### src/pwm_host_params.svh
// Constants for the PWM line host: register offsets, fields, resets, timing.
// Assumes a 100 MHz pclk and a 32-bit APB register bus.
`ifndef PWM_HOST_PARAMS_SVH
`define PWM_HOST_PARAMS_SVH

// ========================================================================
// Register offsets (byte addresses)
`define OFS_CTRL          8'h00
`define OFS_PERIOD        8'h04
`define OFS_DUTY          8'h08
`define OFS_STATUS        8'h0C

// ========================================================================
// Control register fields
`define CTRL_ENABLE_BIT   0
`define CTRL_MODE_LSB     1
`define CTRL_CASCADE_BIT  3
`define CTRL_TRI_BIT      4
`define CTRL_BOOST_BIT    5
`define CTRL_LOCK_BIT     6
`define CTRL_WIDTH        7

// ========================================================================
// Reset values
`define CTRL_RESET        7'h00
`define PERIOD_RESET      16'h0064
`define DUTY_RESET        16'h0014

// ========================================================================
// Timing
`define CLK_PERIOD_NS     10
`define HOLDOFF_NS        65
`define MODE2_PWM_CYCLES  4

`endif

### src/pwm_host_pkg.sv
// Types shared by the PWM line host modules.
// Assumes nothing beyond a SystemVerilog compiler.
package pwm_host_pkg;

  // ======================================================================
  // Level driven onto the enable / mode select line
  typedef enum logic [1:0] {
    EN_OFF  = 2'b00,  // Ground: splitter disabled
    EN_SYNC = 2'b01,  // Mid level: synchronous
    EN_IL2  = 2'b10,  // Upper level: interleave with fixed extension
    EN_IL1  = 2'b11   // Supply: interleave, variable extension only
  } en_level_type;

  // ======================================================================
  // Line sequencer states
  typedef enum logic [1:0] {
    ST_OFF    = 2'b00,  // Disabled, line driven low
    ST_SETTLE = 2'b01,  // Line released, waiting out hold-off
    ST_RUN    = 2'b10,  // Pulses on the line
    ST_TRI    = 2'b11   // Line released for tri-state
  } seq_state_type;

endpackage

### src/pwm_line_host.sv
// Host controller for a PWM phase splitter: drives its PWM line and its
// enable / mode select line, takes orders over APB. Assumes an external
// level shifter turns en_level into the line voltage and a pin buffer
// resolves pwm_out / pwm_oe.
//
// Chosen here: register access over APB and the placing of the registers.
`include "pwm_host_params.svh"
`timescale 1ns/10ps
`default_nettype none

module pwm_line_host #(
  parameter int W = 16  // Period and duty width
) (
  // Clock and reset
  input  wire logic                      pclk,
  input  wire logic                      presetn,
  // APB slave
  input  wire logic                      psel,
  input  wire logic                      penable,
  input  wire logic                      pwrite,
  input  wire logic [7:0]                paddr,
  input  wire logic [31:0]               pwdata,
  output var  logic [31:0]               prdata,
  output var  logic                      pready,
  output var  logic                      pslverr,
  // PWM line pin
  output var  logic                      pwm_out,
  output var  logic                      pwm_oe,
  input  wire logic                      pwm_in,
  // Enable / mode select line
  output var  pwm_host_pkg::en_level_type en_level,
  output var  logic                      stage2_en,
  // Load step comparator pin
  input  wire logic                      load_step
);
  import pwm_host_pkg::*;

  localparam int HOLD_CYC = (`HOLDOFF_NS + `CLK_PERIOD_NS - 1) / `CLK_PERIOD_NS;

  // ======================================================================
  // Registers and internal signals
  logic [`CTRL_WIDTH-1:0] ctrl_r;        // Control register
  logic [W-1:0]           period_r;      // Per-phase period, cycles
  logic [W-1:0]           duty_r;        // Per-phase on time, cycles
  seq_state_type          state_r;       // Line sequencer
  logic [3:0]             hold_cnt_r;    // Hold-off counter
  logic [2:0]             m2_cnt_r;      // Cycles seen at mode two level
  logic [1:0]             pin_sync_r;    // Line sense synchroniser
  logic [1:0]             step_sync_r;   // Load step synchroniser
  logic                   stage2_r;      // Second stage enable
  logic                   pwm_gen;       // Generator line level
  logic                   cyc_start;     // Generator cycle start
  logic                   wr_en;         // APB write strobe
  logic                   mapped;        // Address decodes
  logic                   boost;         // Forced synchronous
  en_level_type           level_nxt;     // Requested line level
  logic [1:0]             shift;         // Rate factor as shift
  logic [W-1:0]           line_p;        // Line period
  logic [W-1:0]           on_t;          // Clamped on time

  // Map the mode field to a line level
  function automatic en_level_type mode_level(input logic [1:0] m);
    unique case (m)
      2'b00:   mode_level = EN_IL1;
      2'b01:   mode_level = EN_IL2;
      default: mode_level = EN_SYNC;
    endcase
  endfunction

  // ======================================================================
  // APB slave, zero wait states
  assign pready  = 1'b1;
  assign wr_en   = psel && penable && pwrite;
  assign mapped  = (paddr == `OFS_CTRL) || (paddr == `OFS_PERIOD) ||
                   (paddr == `OFS_DUTY) || (paddr == `OFS_STATUS);
  assign pslverr = psel && penable && !mapped;

  // Control register; lock keeps enable set
  always_ff @(posedge pclk or negedge presetn) begin
    if (!presetn) begin
      ctrl_r <= `CTRL_RESET;
    end else if (wr_en && paddr == `OFS_CTRL) begin
      ctrl_r <= pwdata[`CTRL_WIDTH-1:0];
      if (ctrl_r[`CTRL_LOCK_BIT] && ctrl_r[`CTRL_ENABLE_BIT]) begin
        ctrl_r[`CTRL_ENABLE_BIT] <= 1'b1;
      end
    end
  end

  // Period and duty registers
  always_ff @(posedge pclk or negedge presetn) begin
    if (!presetn) begin
      period_r <= `PERIOD_RESET;
      duty_r   <= `DUTY_RESET;
    end else if (wr_en && paddr == `OFS_PERIOD) begin
      period_r <= pwdata[W-1:0];
    end else if (wr_en && paddr == `OFS_DUTY) begin
      duty_r <= pwdata[W-1:0];
    end
  end

  // Read mux, registered data
  always_ff @(posedge pclk or negedge presetn) begin
    if (!presetn) begin
      prdata <= 32'h00000000;
    end else if (psel && !penable && !pwrite) begin
      unique case (paddr)
        `OFS_CTRL:   prdata <= {25'h0, ctrl_r};
        `OFS_PERIOD: prdata <= {{(32-W){1'b0}}, period_r};
        `OFS_DUTY:   prdata <= {{(32-W){1'b0}}, duty_r};
        `OFS_STATUS: prdata <= {24'h0, (m2_cnt_r == 3'(`MODE2_PWM_CYCLES)),
                                boost, en_level, pin_sync_r[1], pwm_gen, state_r};
        default:     prdata <= 32'h00000000;
      endcase
    end
  end

  // ======================================================================
  // Pin synchronisers
  always_ff @(posedge pclk or negedge presetn) begin
    if (!presetn) begin
      pin_sync_r  <= 2'b00;
      step_sync_r <= 2'b00;
    end else begin
      pin_sync_r  <= {pin_sync_r[0], pwm_in};
      step_sync_r <= {step_sync_r[0], load_step};
    end
  end

  // ======================================================================
  // Mode level; a load step may force synchronous while running
  assign boost = ctrl_r[`CTRL_BOOST_BIT] && step_sync_r[1] && (state_r == ST_RUN);

  always_comb begin
    if (state_r == ST_OFF) begin
      level_nxt = EN_OFF;
    end else if (boost) begin
      level_nxt = EN_SYNC;
    end else begin
      level_nxt = mode_level(ctrl_r[`CTRL_MODE_LSB +: 2]);
    end
  end

  // Registered enable / mode level
  always_ff @(posedge pclk or negedge presetn) begin
    if (!presetn) begin
      en_level <= EN_OFF;
    end else begin
      en_level <= level_nxt;
    end
  end

  // Second stage enable stays tied high
  always_ff @(posedge pclk or negedge presetn) begin
    if (!presetn) begin
      stage2_r <= 1'b1;
    end else begin
      stage2_r <= 1'b1;
    end
  end
  assign stage2_en = stage2_r;

  // ======================================================================
  // Line rate and duty clamp per mode
  always_comb begin
    if (en_level == EN_SYNC) begin
      shift = 2'd0;
    end else if (ctrl_r[`CTRL_CASCADE_BIT]) begin
      shift = 2'd2;
    end else begin
      shift = 2'd1;
    end
    line_p = period_r >> shift;
    on_t   = (duty_r > line_p - W'(1)) ? line_p - W'(1) : duty_r;
  end

  // ======================================================================
  // Line sequencer
  always_ff @(posedge pclk or negedge presetn) begin
    if (!presetn) begin
      state_r    <= ST_OFF;
      hold_cnt_r <= 4'h0;
    end else begin
      unique case (state_r)
        ST_OFF: begin
          hold_cnt_r <= 4'h0;
          if (ctrl_r[`CTRL_ENABLE_BIT]) begin
            state_r <= ST_SETTLE;
          end
        end
        ST_SETTLE: begin
          hold_cnt_r <= hold_cnt_r + 4'h1;
          if (!ctrl_r[`CTRL_ENABLE_BIT]) begin
            state_r <= ST_OFF;
          end else if (hold_cnt_r == 4'(HOLD_CYC - 1)) begin
            state_r <= ST_RUN;
          end
        end
        ST_RUN: begin
          hold_cnt_r <= 4'h0;
          if (!ctrl_r[`CTRL_ENABLE_BIT]) begin
            state_r <= ST_OFF;
          end else if (ctrl_r[`CTRL_TRI_BIT]) begin
            state_r <= ST_TRI;
          end
        end
        ST_TRI: begin
          hold_cnt_r <= 4'h0;
          if (!ctrl_r[`CTRL_ENABLE_BIT]) begin
            state_r <= ST_OFF;
          end else if (!ctrl_r[`CTRL_TRI_BIT]) begin
            state_r <= ST_SETTLE;
          end
        end
      endcase
    end
  end

  // Mode two settling: count line cycles at that level
  always_ff @(posedge pclk or negedge presetn) begin
    if (!presetn) begin
      m2_cnt_r <= 3'h0;
    end else if (en_level != EN_IL2) begin
      m2_cnt_r <= 3'h0;
    end else if (cyc_start && m2_cnt_r != 3'(`MODE2_PWM_CYCLES)) begin
      m2_cnt_r <= m2_cnt_r + 3'h1;
    end
  end

  // ======================================================================
  // Pulse generator and pin drive
  pwm_line_gen #(
    .W (W)
  ) u_gen (
    .pclk          (pclk),
    .presetn       (presetn),
    .run           (state_r == ST_RUN),
    .period        (line_p),
    .on_time       (on_t),
    .pwm_r         (pwm_gen),
    .cycle_start_r (cyc_start)
  );

  // Drive low while off, release in settle and tri-state
  assign pwm_out = pwm_gen;
  assign pwm_oe  = (state_r == ST_OFF) || (state_r == ST_RUN);
endmodule // pwm_line_host

`default_nettype wire

### src/pwm_line_gen.sv
// Pulse generator for one PWM line: period and on time in pclk cycles.
// Assumes on_time below period; a cycle opens with a rising edge unless on_time is zero.
`timescale 1ns/10ps
`default_nettype none

module pwm_line_gen #(
  parameter int W = 16  // Counter width
) (
  // Clock and reset
  input  wire logic         pclk,
  input  wire logic         presetn,
  // Control
  input  wire logic         run,
  input  wire logic [W-1:0] period,
  input  wire logic [W-1:0] on_time,
  // Line
  output var  logic         pwm_r,
  output var  logic         cycle_start_r
);

  logic [W-1:0] cnt_r;  // Position inside the line cycle

  // ======================================================================
  // Cycle counter, restarts on stop so first pulse begins at once
  always_ff @(posedge pclk or negedge presetn) begin
    if (!presetn) begin
      cnt_r <= '0;
    end else if (!run || cnt_r >= period - W'(1)) begin
      cnt_r <= '0;
    end else begin
      cnt_r <= cnt_r + W'(1);
    end
  end

  // ======================================================================
  // Registered line level and cycle start pulse
  always_ff @(posedge pclk or negedge presetn) begin
    if (!presetn) begin
      pwm_r         <= 1'b0;
      cycle_start_r <= 1'b0;
    end else begin
      pwm_r         <= run && (cnt_r < on_time);
      cycle_start_r <= run && (cnt_r == '0);
    end
  end

endmodule // pwm_line_gen

`default_nettype wire

### config.mk
export PLATFORM = sky130hd
export DESIGN_NAME = pwm_line_host
export DESIGN_NICKNAME = d
export VERILOG_FILES = /design/src/pwm_host_pkg.sv /design/src/pwm_line_host.sv /design/src/pwm_line_gen.sv
export VERILOG_INCLUDE_DIRS = /design/src
export SDC_FILE = /design/constraint.sdc
export NUM_CORES = 1
export LEC_CHECK = 0
export BUFFER_PORTS_ARGS = -buffer_cell sky130_fd_sc_hd__clkbuf_2
export CORE_MARGIN = 2
export CORE_UTILIZATION = 45
export CTS_CLUSTER_DIAMETER = 120
export CTS_CLUSTER_SIZE = 20
export DETAILED_ROUTE_END_ITERATION = 10
export PLACE_DENSITY_LB_ADDON = 0.3
export SKIP_CTS_REPAIR_TIMING = 1
export SYNTH_ARGS = -nofsm -noshare
export SYNTH_HDL_FRONTEND = slang
export SYNTH_HIERARCHICAL = 1
export SYNTH_SLANG_ARGS = --single-unit
### constraint.sdc
create_clock -name pclk -period 8.1 [get_ports pclk]
set_input_delay 1.62 -clock pclk [delete_from_list [all_inputs] [get_ports pclk]]
set_output_delay 1.62 -clock pclk [all_outputs]
set_load 0.03 [all_outputs]
==> flow_summary.yaml, run 1 <==
status:
  outcome: "complete, no violations"
floorplan:
  fp.coreArea_um2: 13300
  fp.dieW_um: 121
  initial_core_util_pct: 46.3
  rows: 42
  dieArea_um2: 14700
  io_pins: 86
  fp.dieH_um: 121
worst_hold_path:
  min_to: "step_sync_r[1]"
  worstHoldStart: "step_sync_r[0]"
  hold_depth: 0
  worstHoldPathType: "register to register"
sta:
  rsz0062_at_grt: "false"
  holdWs_ns: 0.352
  finalCriticalPeriod_ns: 6.59
  drv_slew: 0
  max_slew_margin_pct: 42.7
  setup_viol: 0
  max_slew.worst_pin.slew_ns: 0.860
  clock_skew_ns: 0.00839
  period_share_pct: 81.3
  finalSetupTns_ns: 0
  final-hold-violation-count: 0
  max_freq_mhz: 152
layout:
  antenna_cells: 0
  layout_common_cells: "dfrtp_1, ha_1, inv_1, clkbuf_2, nor2_1"
  drive_above_1_share_pct: 21.0
  area_growth_pct: 10.1
  final_util_pct: 51.0
  layout_commonest_cell: "dfrtp_1"
  fin_area_um2: 6810
  nNetsFinal: 758
drt:
  drt_first_pass_iters: 4
  drt_iter0_markers: 275
  ant_nets: 0
  drc: 0
  wirelength_mm: 13.5
  num_vias: 4552
  vias_per_cell: 5.44
  wl_per_cell_um: 16.1
clock_network:
  clkTransAtPathRegs_ns: 0.07
  clock_sinks: 88
  cts_buffers: 9
  cts_buffer_depth: 2
  cts_tree: "done"
  clk_latency_ns: 0.35
  cts_root_buffer: "clkbuf_16"
  cts_htree_levels: 3
worst_setup_path:
  crit_slowest_cell: "nand2b_1"
  crit_top_cell: "ha_1"
  r2r-start: "en_level[1]"
  r2r_slack_ns: 1.51
  slowest_delay_ns: 0.71
  endpoint_kind: "register"
  r2r-end: "u_gen/pwm_r"
  crit_chain: "nand2b_1, mux2i_1, ha_1, inv_1, a211oi_1, and4_1, nand4bb_1, xor2_1, ha_1, and3_1, nand4_1, a211oi_1, nor3b_1, nor2_1, buf_4, mux2i_1, inv_1, ha_1, a21oi_1, o21ai_0, a2111oi_0, nor2_1, a311oi_1"
  crit_path_max_fanout: 16
  worstSetupStartpointType: "register"
  arrival_ns: 6.76
  critical_path_class: "register to register"
  cp.required_ns: 8.28
  rr_worst_depth: 23
synthesis:
  synth_top_area_share_pct: 33.6
  synthMuxAreaShare_pct: 16.8
  yosys.area_share.simple_pct: 14.5
  async_flop_share_pct: 100
  yosys_warnings: 6
  synth_cells: 611
  synth_compound_area_share_pct: 8.52
  syn_area_um2: 6180
  synth.area.top_cells: "dfrtp_1, ha_1, mux2_2, mux2i_1, xnor2_1"
  synth_top_family_by_area: "multiplexers"
  synth-main-ff-cell: "dfrtp_1"
  ys_ff_latch: 88
  synth_xor_area_share_pct: 6.23
  synth_adder_area_share_pct: 11.1
  avgSynthCellArea_um2: 10.1
  synth-edff-count: 0
  synth_cell_type_count: 62
  yosysTopAreaCell: "dfrtp_1"
  synth_seq_area_share_pct: 35.7
placed_design:
  placed_cell_area_um2: 6520
  dp_hpwl_mm: 10.5
  port_buffers: 51
  gp_congestion: 0.847
pwr:
  pwr-share-seq_pct: 45.9
  peakVddDrop_mv: 0.137
  power_mw: 0.978
  cell_internal_pwr_mw: 0.705
  p_leak_nw: 3.44
  clockPowerShare_pct: 42.4
  power_density_nw_per_um2: 144
  switching_share_pct: 27.9
  pwr-share-comb_pct: 11.8
  switchingPower_mw: 0.273
grt:
  met2_usage_pct: 33.7
  grt_pass1_wl_mm: 23.3
  antenna_found_initial: 0
  grt_use_met1_pct: 26.4
  overflow: 0
  first_global_vias: 4750
  grt_usage_pct: 20.0
  grt_busiest_layer: "met2"
  grt_max_degree: 47
  grtUsageMet3_pct: 3.57
job:
  max-cap-violations: 0
## through the flow
stage	cells	setup WS, ns
3_3_place_gp	821	1.82
3_5_place_dp	821	1.76
6_report	837	1.51
5_1_grt	837	1.24
2_1_floorplan	627	2.36
4_1_cts	837	1.69
## logic make-up (layout without fill, tap and decap cells)
| family | count (synthesis) | in the layout |
|---|---|---|
| other | 2 | 18 |
| AND/OR/NAND/NOR | 168 | 168 |
| XOR/XNOR | 44 | 44 |
| buffers and inverters | 91 | 125 |
| flip-flops | 88 | 88 |
| adder cells (fa/ha/maj) | 55 | 55 |
| multiplexers | 87 | 87 |
| AO/OA/AOI/OAI | 76 | 76 |
## power groups by stage
stage	Sequential, mW	Clock, mW	Combinational (mW)
5_1_grt	0.449	0.444	0.130
3_5_place_dp	0.457	0	0.116
6_report	0.449	0.414	0.115
2_1_floorplan	0.455	0	0.0886
4_1_cts	0.448	0.427	0.116
3_3_place_gp	0.457	0	0.111
## Yosys cell counts, drive strengths merged (3+ instances only)
library cell   n
and3           3
a22o           9
or3            4
buf           23
nand2         39
a22oi          8
nor2b          4
nand4          8
o211ai         3
nand2b         4
xnor2         25
o21ai         13
nor3b          4
o31ai          8
nor4           9
and4           5
nor2          45
dfrtp         83
clkbuf        12
ha            55
a21boi         3
nand3b         3
nand3         15
a211oi         5
a21oi         15
mux2i         26
mux4           7
inv           56
xor2          19
nor3          14
mux2          54
dfstp          5
## critical path, delay by kind of cell (launching register included)
family / cells / cell delay, ns
flops: 1 / 0.45
fa+ha+maj: 3 / 0.86
xor+xnor: 1 / 0.18
compound gates: 6 / 1.71
mux: 2 / 0.85
simple gates: 8 / 1.93
buf+inv: 3 / 0.42
## layer usage
| metal | up-vias | wire length (um) |
|---|---|---|
| li1 | 2224 | - |
| met1 | 2230 | 6120 |
| met2 | 83 | 6730 |
| met3 | 15 | 447 |
| met4 | 0 | 198 |
| met5 | - | 0 |
## area by class of cell
type	instances	area (um2)
Fill cell	1246	6540
Multi-Input combinational cell	448	3610
Sequential cell	88	2210
Timing Repair Buffer	53	273
Clock buffer	9	225
Tap cell	176	220
Inverter	56	210
Clock inverter	7	65.1
## worst max path at each step
stage,from,to,slack (ns)
2_1_floorplan,en_level[1],u_gen/pwm_r,2.36
3_3_place_gp,en_level[1],u_gen/pwm_r,1.82
3_5_place_dp,en_level[1],u_gen/pwm_r,1.76
4_1_cts,en_level[1],u_gen/pwm_r,1.69
5_1_grt,en_level[1],u_gen/pwm_r,1.24
6_report,en_level[1],u_gen/pwm_r,1.51
## sequential cells by signal (all words and copies together) (netlist names)
name and flops:
period_r 16, state_r 2, step_sync_r 2, duty_r 16, m2_cnt_r 3, en_level 2, u_gen/pwm_r 1, ctrl_r 7
hold_cnt_r 4, prdata 16, pin_sync_r 2, u_gen/cycle_start_r 1, u_gen/cnt_r 16
(Power assumes the default switching activity.)
==> inputs of run 2 (changes only) <==
- clock period: 8.1 -> 5.6 ns (I/O delays scaled with it)
==> run 2 against run 1 <==
Critical endpoint unchanged. Die area unchanged. Wire length grew 4.2%. Non-clock buffer count increased by 26. Sequential cell count unchanged. Clock skew is essentially flat. Fmax rose by 22%. Final cell count rose by 3.1%. Combinational power is 55% higher. First-iteration DRC count down 10%. Via count up 2.8%. Cell area is 4.0% higher.
==> flow_summary.yaml, run 2 (synthesis gave the netlist of run 1 again) <==
status:
  outcome: "complete, no violations"
layout:
  area_growth_pct: 14.5
  final_util_pct: 53.0
  antenna_cells: 0
  drive_above_1_share_pct: 25.3
  layout_common_cells: "dfrtp_1, ha_1, inv_1, clkbuf_2, nor2_1"
  nNetsFinal: 784
  layout_commonest_cell: "dfrtp_1"
clock_network:
  cts_htree_levels: 3
  cts_tree: "done"
  cts_buffer_depth: 2
  clk_latency_ns: 0.36
  clock_sinks: 88
  cts_root_buffer: "clkbuf_16"
  cts_buffers: 9
  clkTransAtPathRegs_ns: 0.07
sta:
  max_slew.worst_pin.slew_ns: 1.08
  max_freq_mhz: 186
  max_slew_margin_pct: 27.7
  drv_slew: 0
  finalCriticalPeriod_ns: 5.39
  period_share_pct: 96.2
  setup_viol: 0
  final-hold-violation-count: 0
  clock_skew_ns: 0.00800
  holdWs_ns: 0.347
drt:
  drt_iter0_markers: 247
  wl_per_cell_um: 16.3
  wirelength_mm: 14.1
  drc: 0
  num_vias: 4678
  ant_nets: 0
  vias_per_cell: 5.42
  drt_first_pass_iters: 4
grt:
  antenna_found_initial: 0
  first_global_vias: 4795
  grt_max_degree: 89
  grt_usage_pct: 20.6
  overflow: 0
  grt_pass1_wl_mm: 23.7
worst_setup_path:
  crit_path_max_fanout: 4
  rr_worst_depth: 22
  crit_start: "ctrl_r[3]"
  worstSetupStartpointType: "register"
  endpoint_kind: "register"
  arrival_ns: 5.68
  r2r-start: "ctrl_r[3]"
  endpoint: "u_gen/pwm_r"
  r2r-end: "u_gen/pwm_r"
  critical_path_class: "register to register"
  cp.required_ns: 5.90
  r2r_slack_ns: 0.21
floorplan:
  initial_core_util_pct: 46.3
  fp.coreArea_um2: 13300
  fp.dieW_um: 121
  rows: 42
  dieArea_um2: 14700
  io_pins: 86
  fp.dieH_um: 121
pwr:
  pwr-share-seq_pct: 45.1
  peakVddDrop_mv: 0.155
  cell_internal_pwr_mw: 1.03
  switchingPower_mw: 0.409
  p_leak_nw: 3.58
  switching_share_pct: 28.5
  pwr-share-comb_pct: 12.4
  clockPowerShare_pct: 42.5
  power_density_nw_per_um2: 203
placed_design:
  dp_hpwl_mm: 10.8
  port_buffers: 51
  gp_congestion: 0.852
job:
  max-cap-violations: 0
worst_hold_path:
  worstHoldPathType: "register to register"
## run 2: changes by cell type in the layout (fill, tap and decap cells not counted), moves of 2 or more
cell,delta
buf_4,+24
o21ai_1,+2
inv_6,-2
o21ai_0,-2
## run 2: critical path, stage by stage, from the launching register on
cell,delay (ns)
dfrtp_2,0.42
buf_4,0.17
mux2_4,0.30
mux2_4,0.26
or4_4,0.57
nor4_4,0.31
xnor2_1,0.13
ha_1,0.31
and3_1,0.20
nand4_1,0.24
a211oi_2,0.30
nor3b_1,0.09
nor2_2,0.15
buf_4,0.16
mux2i_1,0.18
inv_1,0.07
ha_1,0.30
a21oi_1,0.14
o21ai_1,0.13
a2111oi_2,0.40
nor2_1,0.09
a311oi_2,0.25
buf_4,0.16
## run 2: area by class of cell
type                            count  area (um2)
Clock inverter                      7        75.1
Inverter                           56         210
Fill cell                        1198        6270
Timing Repair Buffer               79         478
Multi-Input combinational cell    448        3660
Sequential cell                    88        2210
Tap cell                          176         220
Clock buffer                        9         225
## run 2: worst min path at each step
stage	from	end	cells after the start
after floorplan	pin_sync_r[0]	pin_sync_r[1]	0
after global placement	pin_sync_r[0]	pin_sync_r[1]	0
after detailed placement	pin_sync_r[0]	pin_sync_r[1]	0
after CTS	pin_sync_r[0]	pin_sync_r[1]	0
after global routing	pin_sync_r[0]	pin_sync_r[1]	0
final	pin_sync_r[0]	pin_sync_r[1]	0
## run 2: power groups by stage
stage               Combinational, mW  Sequential, mW  Clock, mW
detailed placement              0.173           0.660          0
global route                    0.199           0.649      0.655
global placement                0.166           0.660          0
floorplan                       0.128           0.658          0
CTS                             0.174           0.648      0.630
finish                          0.178           0.648      0.611
## run 2: metrics by stage
stage / cell area, um2 / total power [mW] / TNS [ns] / worst slack (ns) / cells
5_1_grt: 7080 / 1.50 / -0.115 / -0.115 / 863
3_3_place_gp: 6710 / 0.826 / 0 / 0.275 / 844
3_5_place_dp: 6710 / 0.833 / 0 / 0.0706 / 844
2_1_floorplan: 6250 / 0.786 / 0 / 0.0183 / 627
6_report: 7080 / 1.44 / 0 / 0.213 / 863
4_1_cts: 7010 / 1.45 / 0 / 0.0110 / 860
## run 2: routing by layer
| metal | GRT usage, % | vias up | wire length [um] |
|---|---|---|---|
| met4 | 5.68 | 0 | 225 |
| met2 | 34.2 | 86 | 6760 |
| met3 | 4.75 | 17 | 552 |
| li1 | - | 2276 | - |
| met5 | 0 | - | 0 |
| met1 | 27.2 | 2299 | 6530 |
==> inputs of run 3 (changes only) <==
- CTS_BUF_LIST: unset -> sky130_fd_sc_hd__clkbuf_4 sky130_fd_sc_hd__clkbuf_8
- SLEW_MARGIN: unset -> 5
==> run 3 against run 2 <==
Worst hold slack better by 0.0067 ns. Largest power group unchanged. Final cell count unchanged. Critical endpoint unchanged. Setup slack better by 0.024 ns. Wire length down 0.57%. Clock power down 26%.
==> flow_summary.yaml, run 3 (synthesis gave the netlist of run 1 again) <==
status:
  outcome: "complete, no violations"
grt:
  grt_max_degree: 89
  overflow: 0
  antenna_found_initial: 0
  first_global_vias: 4797
  grt_usage_pct: 20.7
  grt_pass1_wl_mm: 23.7
layout:
  multiInputGateArea_um2: 3680
  fin_area_um2: 6990
  n_fill_cell: 1212
  drive_above_1_share_pct: 25.8
  nNetsFinal: 784
  area_growth_pct: 13.1
  layout_common_cells: "dfrtp_1, ha_1, inv_1, clkbuf_2, nor2_1"
  layout_commonest_cell: "dfrtp_1"
  ff_latch_area_um2: 2210
  final_util_pct: 52.4
  antenna_cells: 0
clock_network:
  cts_buffers: 9
  cts_buffer_depth: 2
  cts_htree_levels: 3
  clock_sinks: 88
  cts_tree: "done"
  cts_root_buffer: "clkbuf_8"
  clk_latency_ns: 0.40
  clkTransAtPathRegs_ns: 0.09
placed_design:
  placed_cell_area_um2: 6710
  gp_congestion: 0.852
  port_buffers: 51
  dp_hpwl_mm: 10.8
drt:
  wirelength_mm: 14.0
  drt_iter0_markers: 277
  drc: 0
  vias_per_cell: 5.43
  wl_per_cell_um: 16.2
  num_vias: 4684
  ant_nets: 0
  drt_first_pass_iters: 5
sta:
  setup_viol: 0
  finalCriticalPeriod_ns: 5.36
  final-hold-violation-count: 0
  max_slew_margin_pct: 27.6
  max_slew.worst_pin.slew_ns: 1.09
  clock_skew_ns: 0.0110
  period_share_pct: 95.8
  holdWs_ns: 0.354
  max_freq_mhz: 186
  drv_slew: 0
  finalSetupTns_ns: 0
pwr:
  peakVddDrop_mv: 0.149
  power_density_nw_per_um2: 183
  p_leak_nw: 3.55
  power_mw: 1.28
worst_setup_path:
  endpoint_kind: "register"
  arrival_ns: 5.70
  cp.required_ns: 5.93
  worstSetupStartpointType: "register"
  crit_path_max_fanout: 4
  rr_worst_depth: 22
  critical_path_class: "register to register"
worst_hold_path:
  worstHoldPathType: "register to register"
  hold_depth: 0
floorplan:
  fp.dieH_um: 121
  initial_core_util_pct: 46.3
  dieArea_um2: 14700
  fp.dieW_um: 121
  fp.coreArea_um2: 13300
  io_pins: 86
  rows: 42
job:
  max-cap-violations: 0
[run 3: area by class of cell]
class / instances / share of cell area, %
inverter: 56 / 3.01
sequential: 88 / 31.6
multi-input combinational: 448 / 52.6
timing repair buffer: 79 / 6.83
clock inverter: 7 / 1.07
clock buffer: 9 / 1.77
tap: 176 / 3.15
[run 3: where the power goes]
group	leakage (nW)	switching [mW]	internal, mW
combinational	2.25	0.108	0.0707
clock	0.0985	0.276	0.176
sequential	1.20	0.00619	0.642
[run 3: worst paths after layout]
path | slack, ns | start | endpoint
setup / recovery | 0.24 | ctrl_r[3] | u_gen/pwm_r
hold / removal | 0.35 | pin_sync_r[0] | pin_sync_r[1]
setup reg to reg | 0.24 | ctrl_r[3] | u_gen/pwm_r
hold reg to reg | 0.35 | pin_sync_r[0] | pin_sync_r[1]
max in group asynchronous | 3.93 | presetn | ctrl_r[3]
min in group asynchronous | 0.91 | presetn | hold_cnt_r[0]
[run 3: metrics by stage]
step / worst slack, ns / instances
2_1_floorplan: 0.0183 / 627
3_3_place_gp: 0.275 / 844
3_5_place_dp: 0.0706 / 844
4_1_cts: 0.00630 / 860
5_1_grt: -0.114 / 863
6_report: 0.238 / 863
[run 3: layer usage]
metal / GRT usage (%) / part of all wire (%) / up-vias
met5: 0 / 0 / -
met4: 6.68 / 1.8 / 0
met3: 4.46 / 3.2 / 17
met2: 34.1 / 48 / 74
met1: 27.2 / 47 / 2321
li1: - / - / 2272
[run 3: worst max-delay path, cell delays in order (launching register included)]
cell,delay [ns]
dfrtp_2,0.43
buf_4,0.17
mux2_4,0.30
mux2_4,0.26
or4_4,0.57
nor4_4,0.34
xnor2_2,0.11
ha_1,0.31
and3_1,0.20
nand4_1,0.23
a211oi_2,0.29
nor3b_1,0.09
nor2_2,0.15
buf_4,0.16
mux2i_1,0.18
inv_1,0.07
ha_1,0.30
a21oi_1,0.14
o21ai_1,0.13
a2111oi_2,0.40
nor2_1,0.09
a311oi_2,0.25
buf_4,0.16
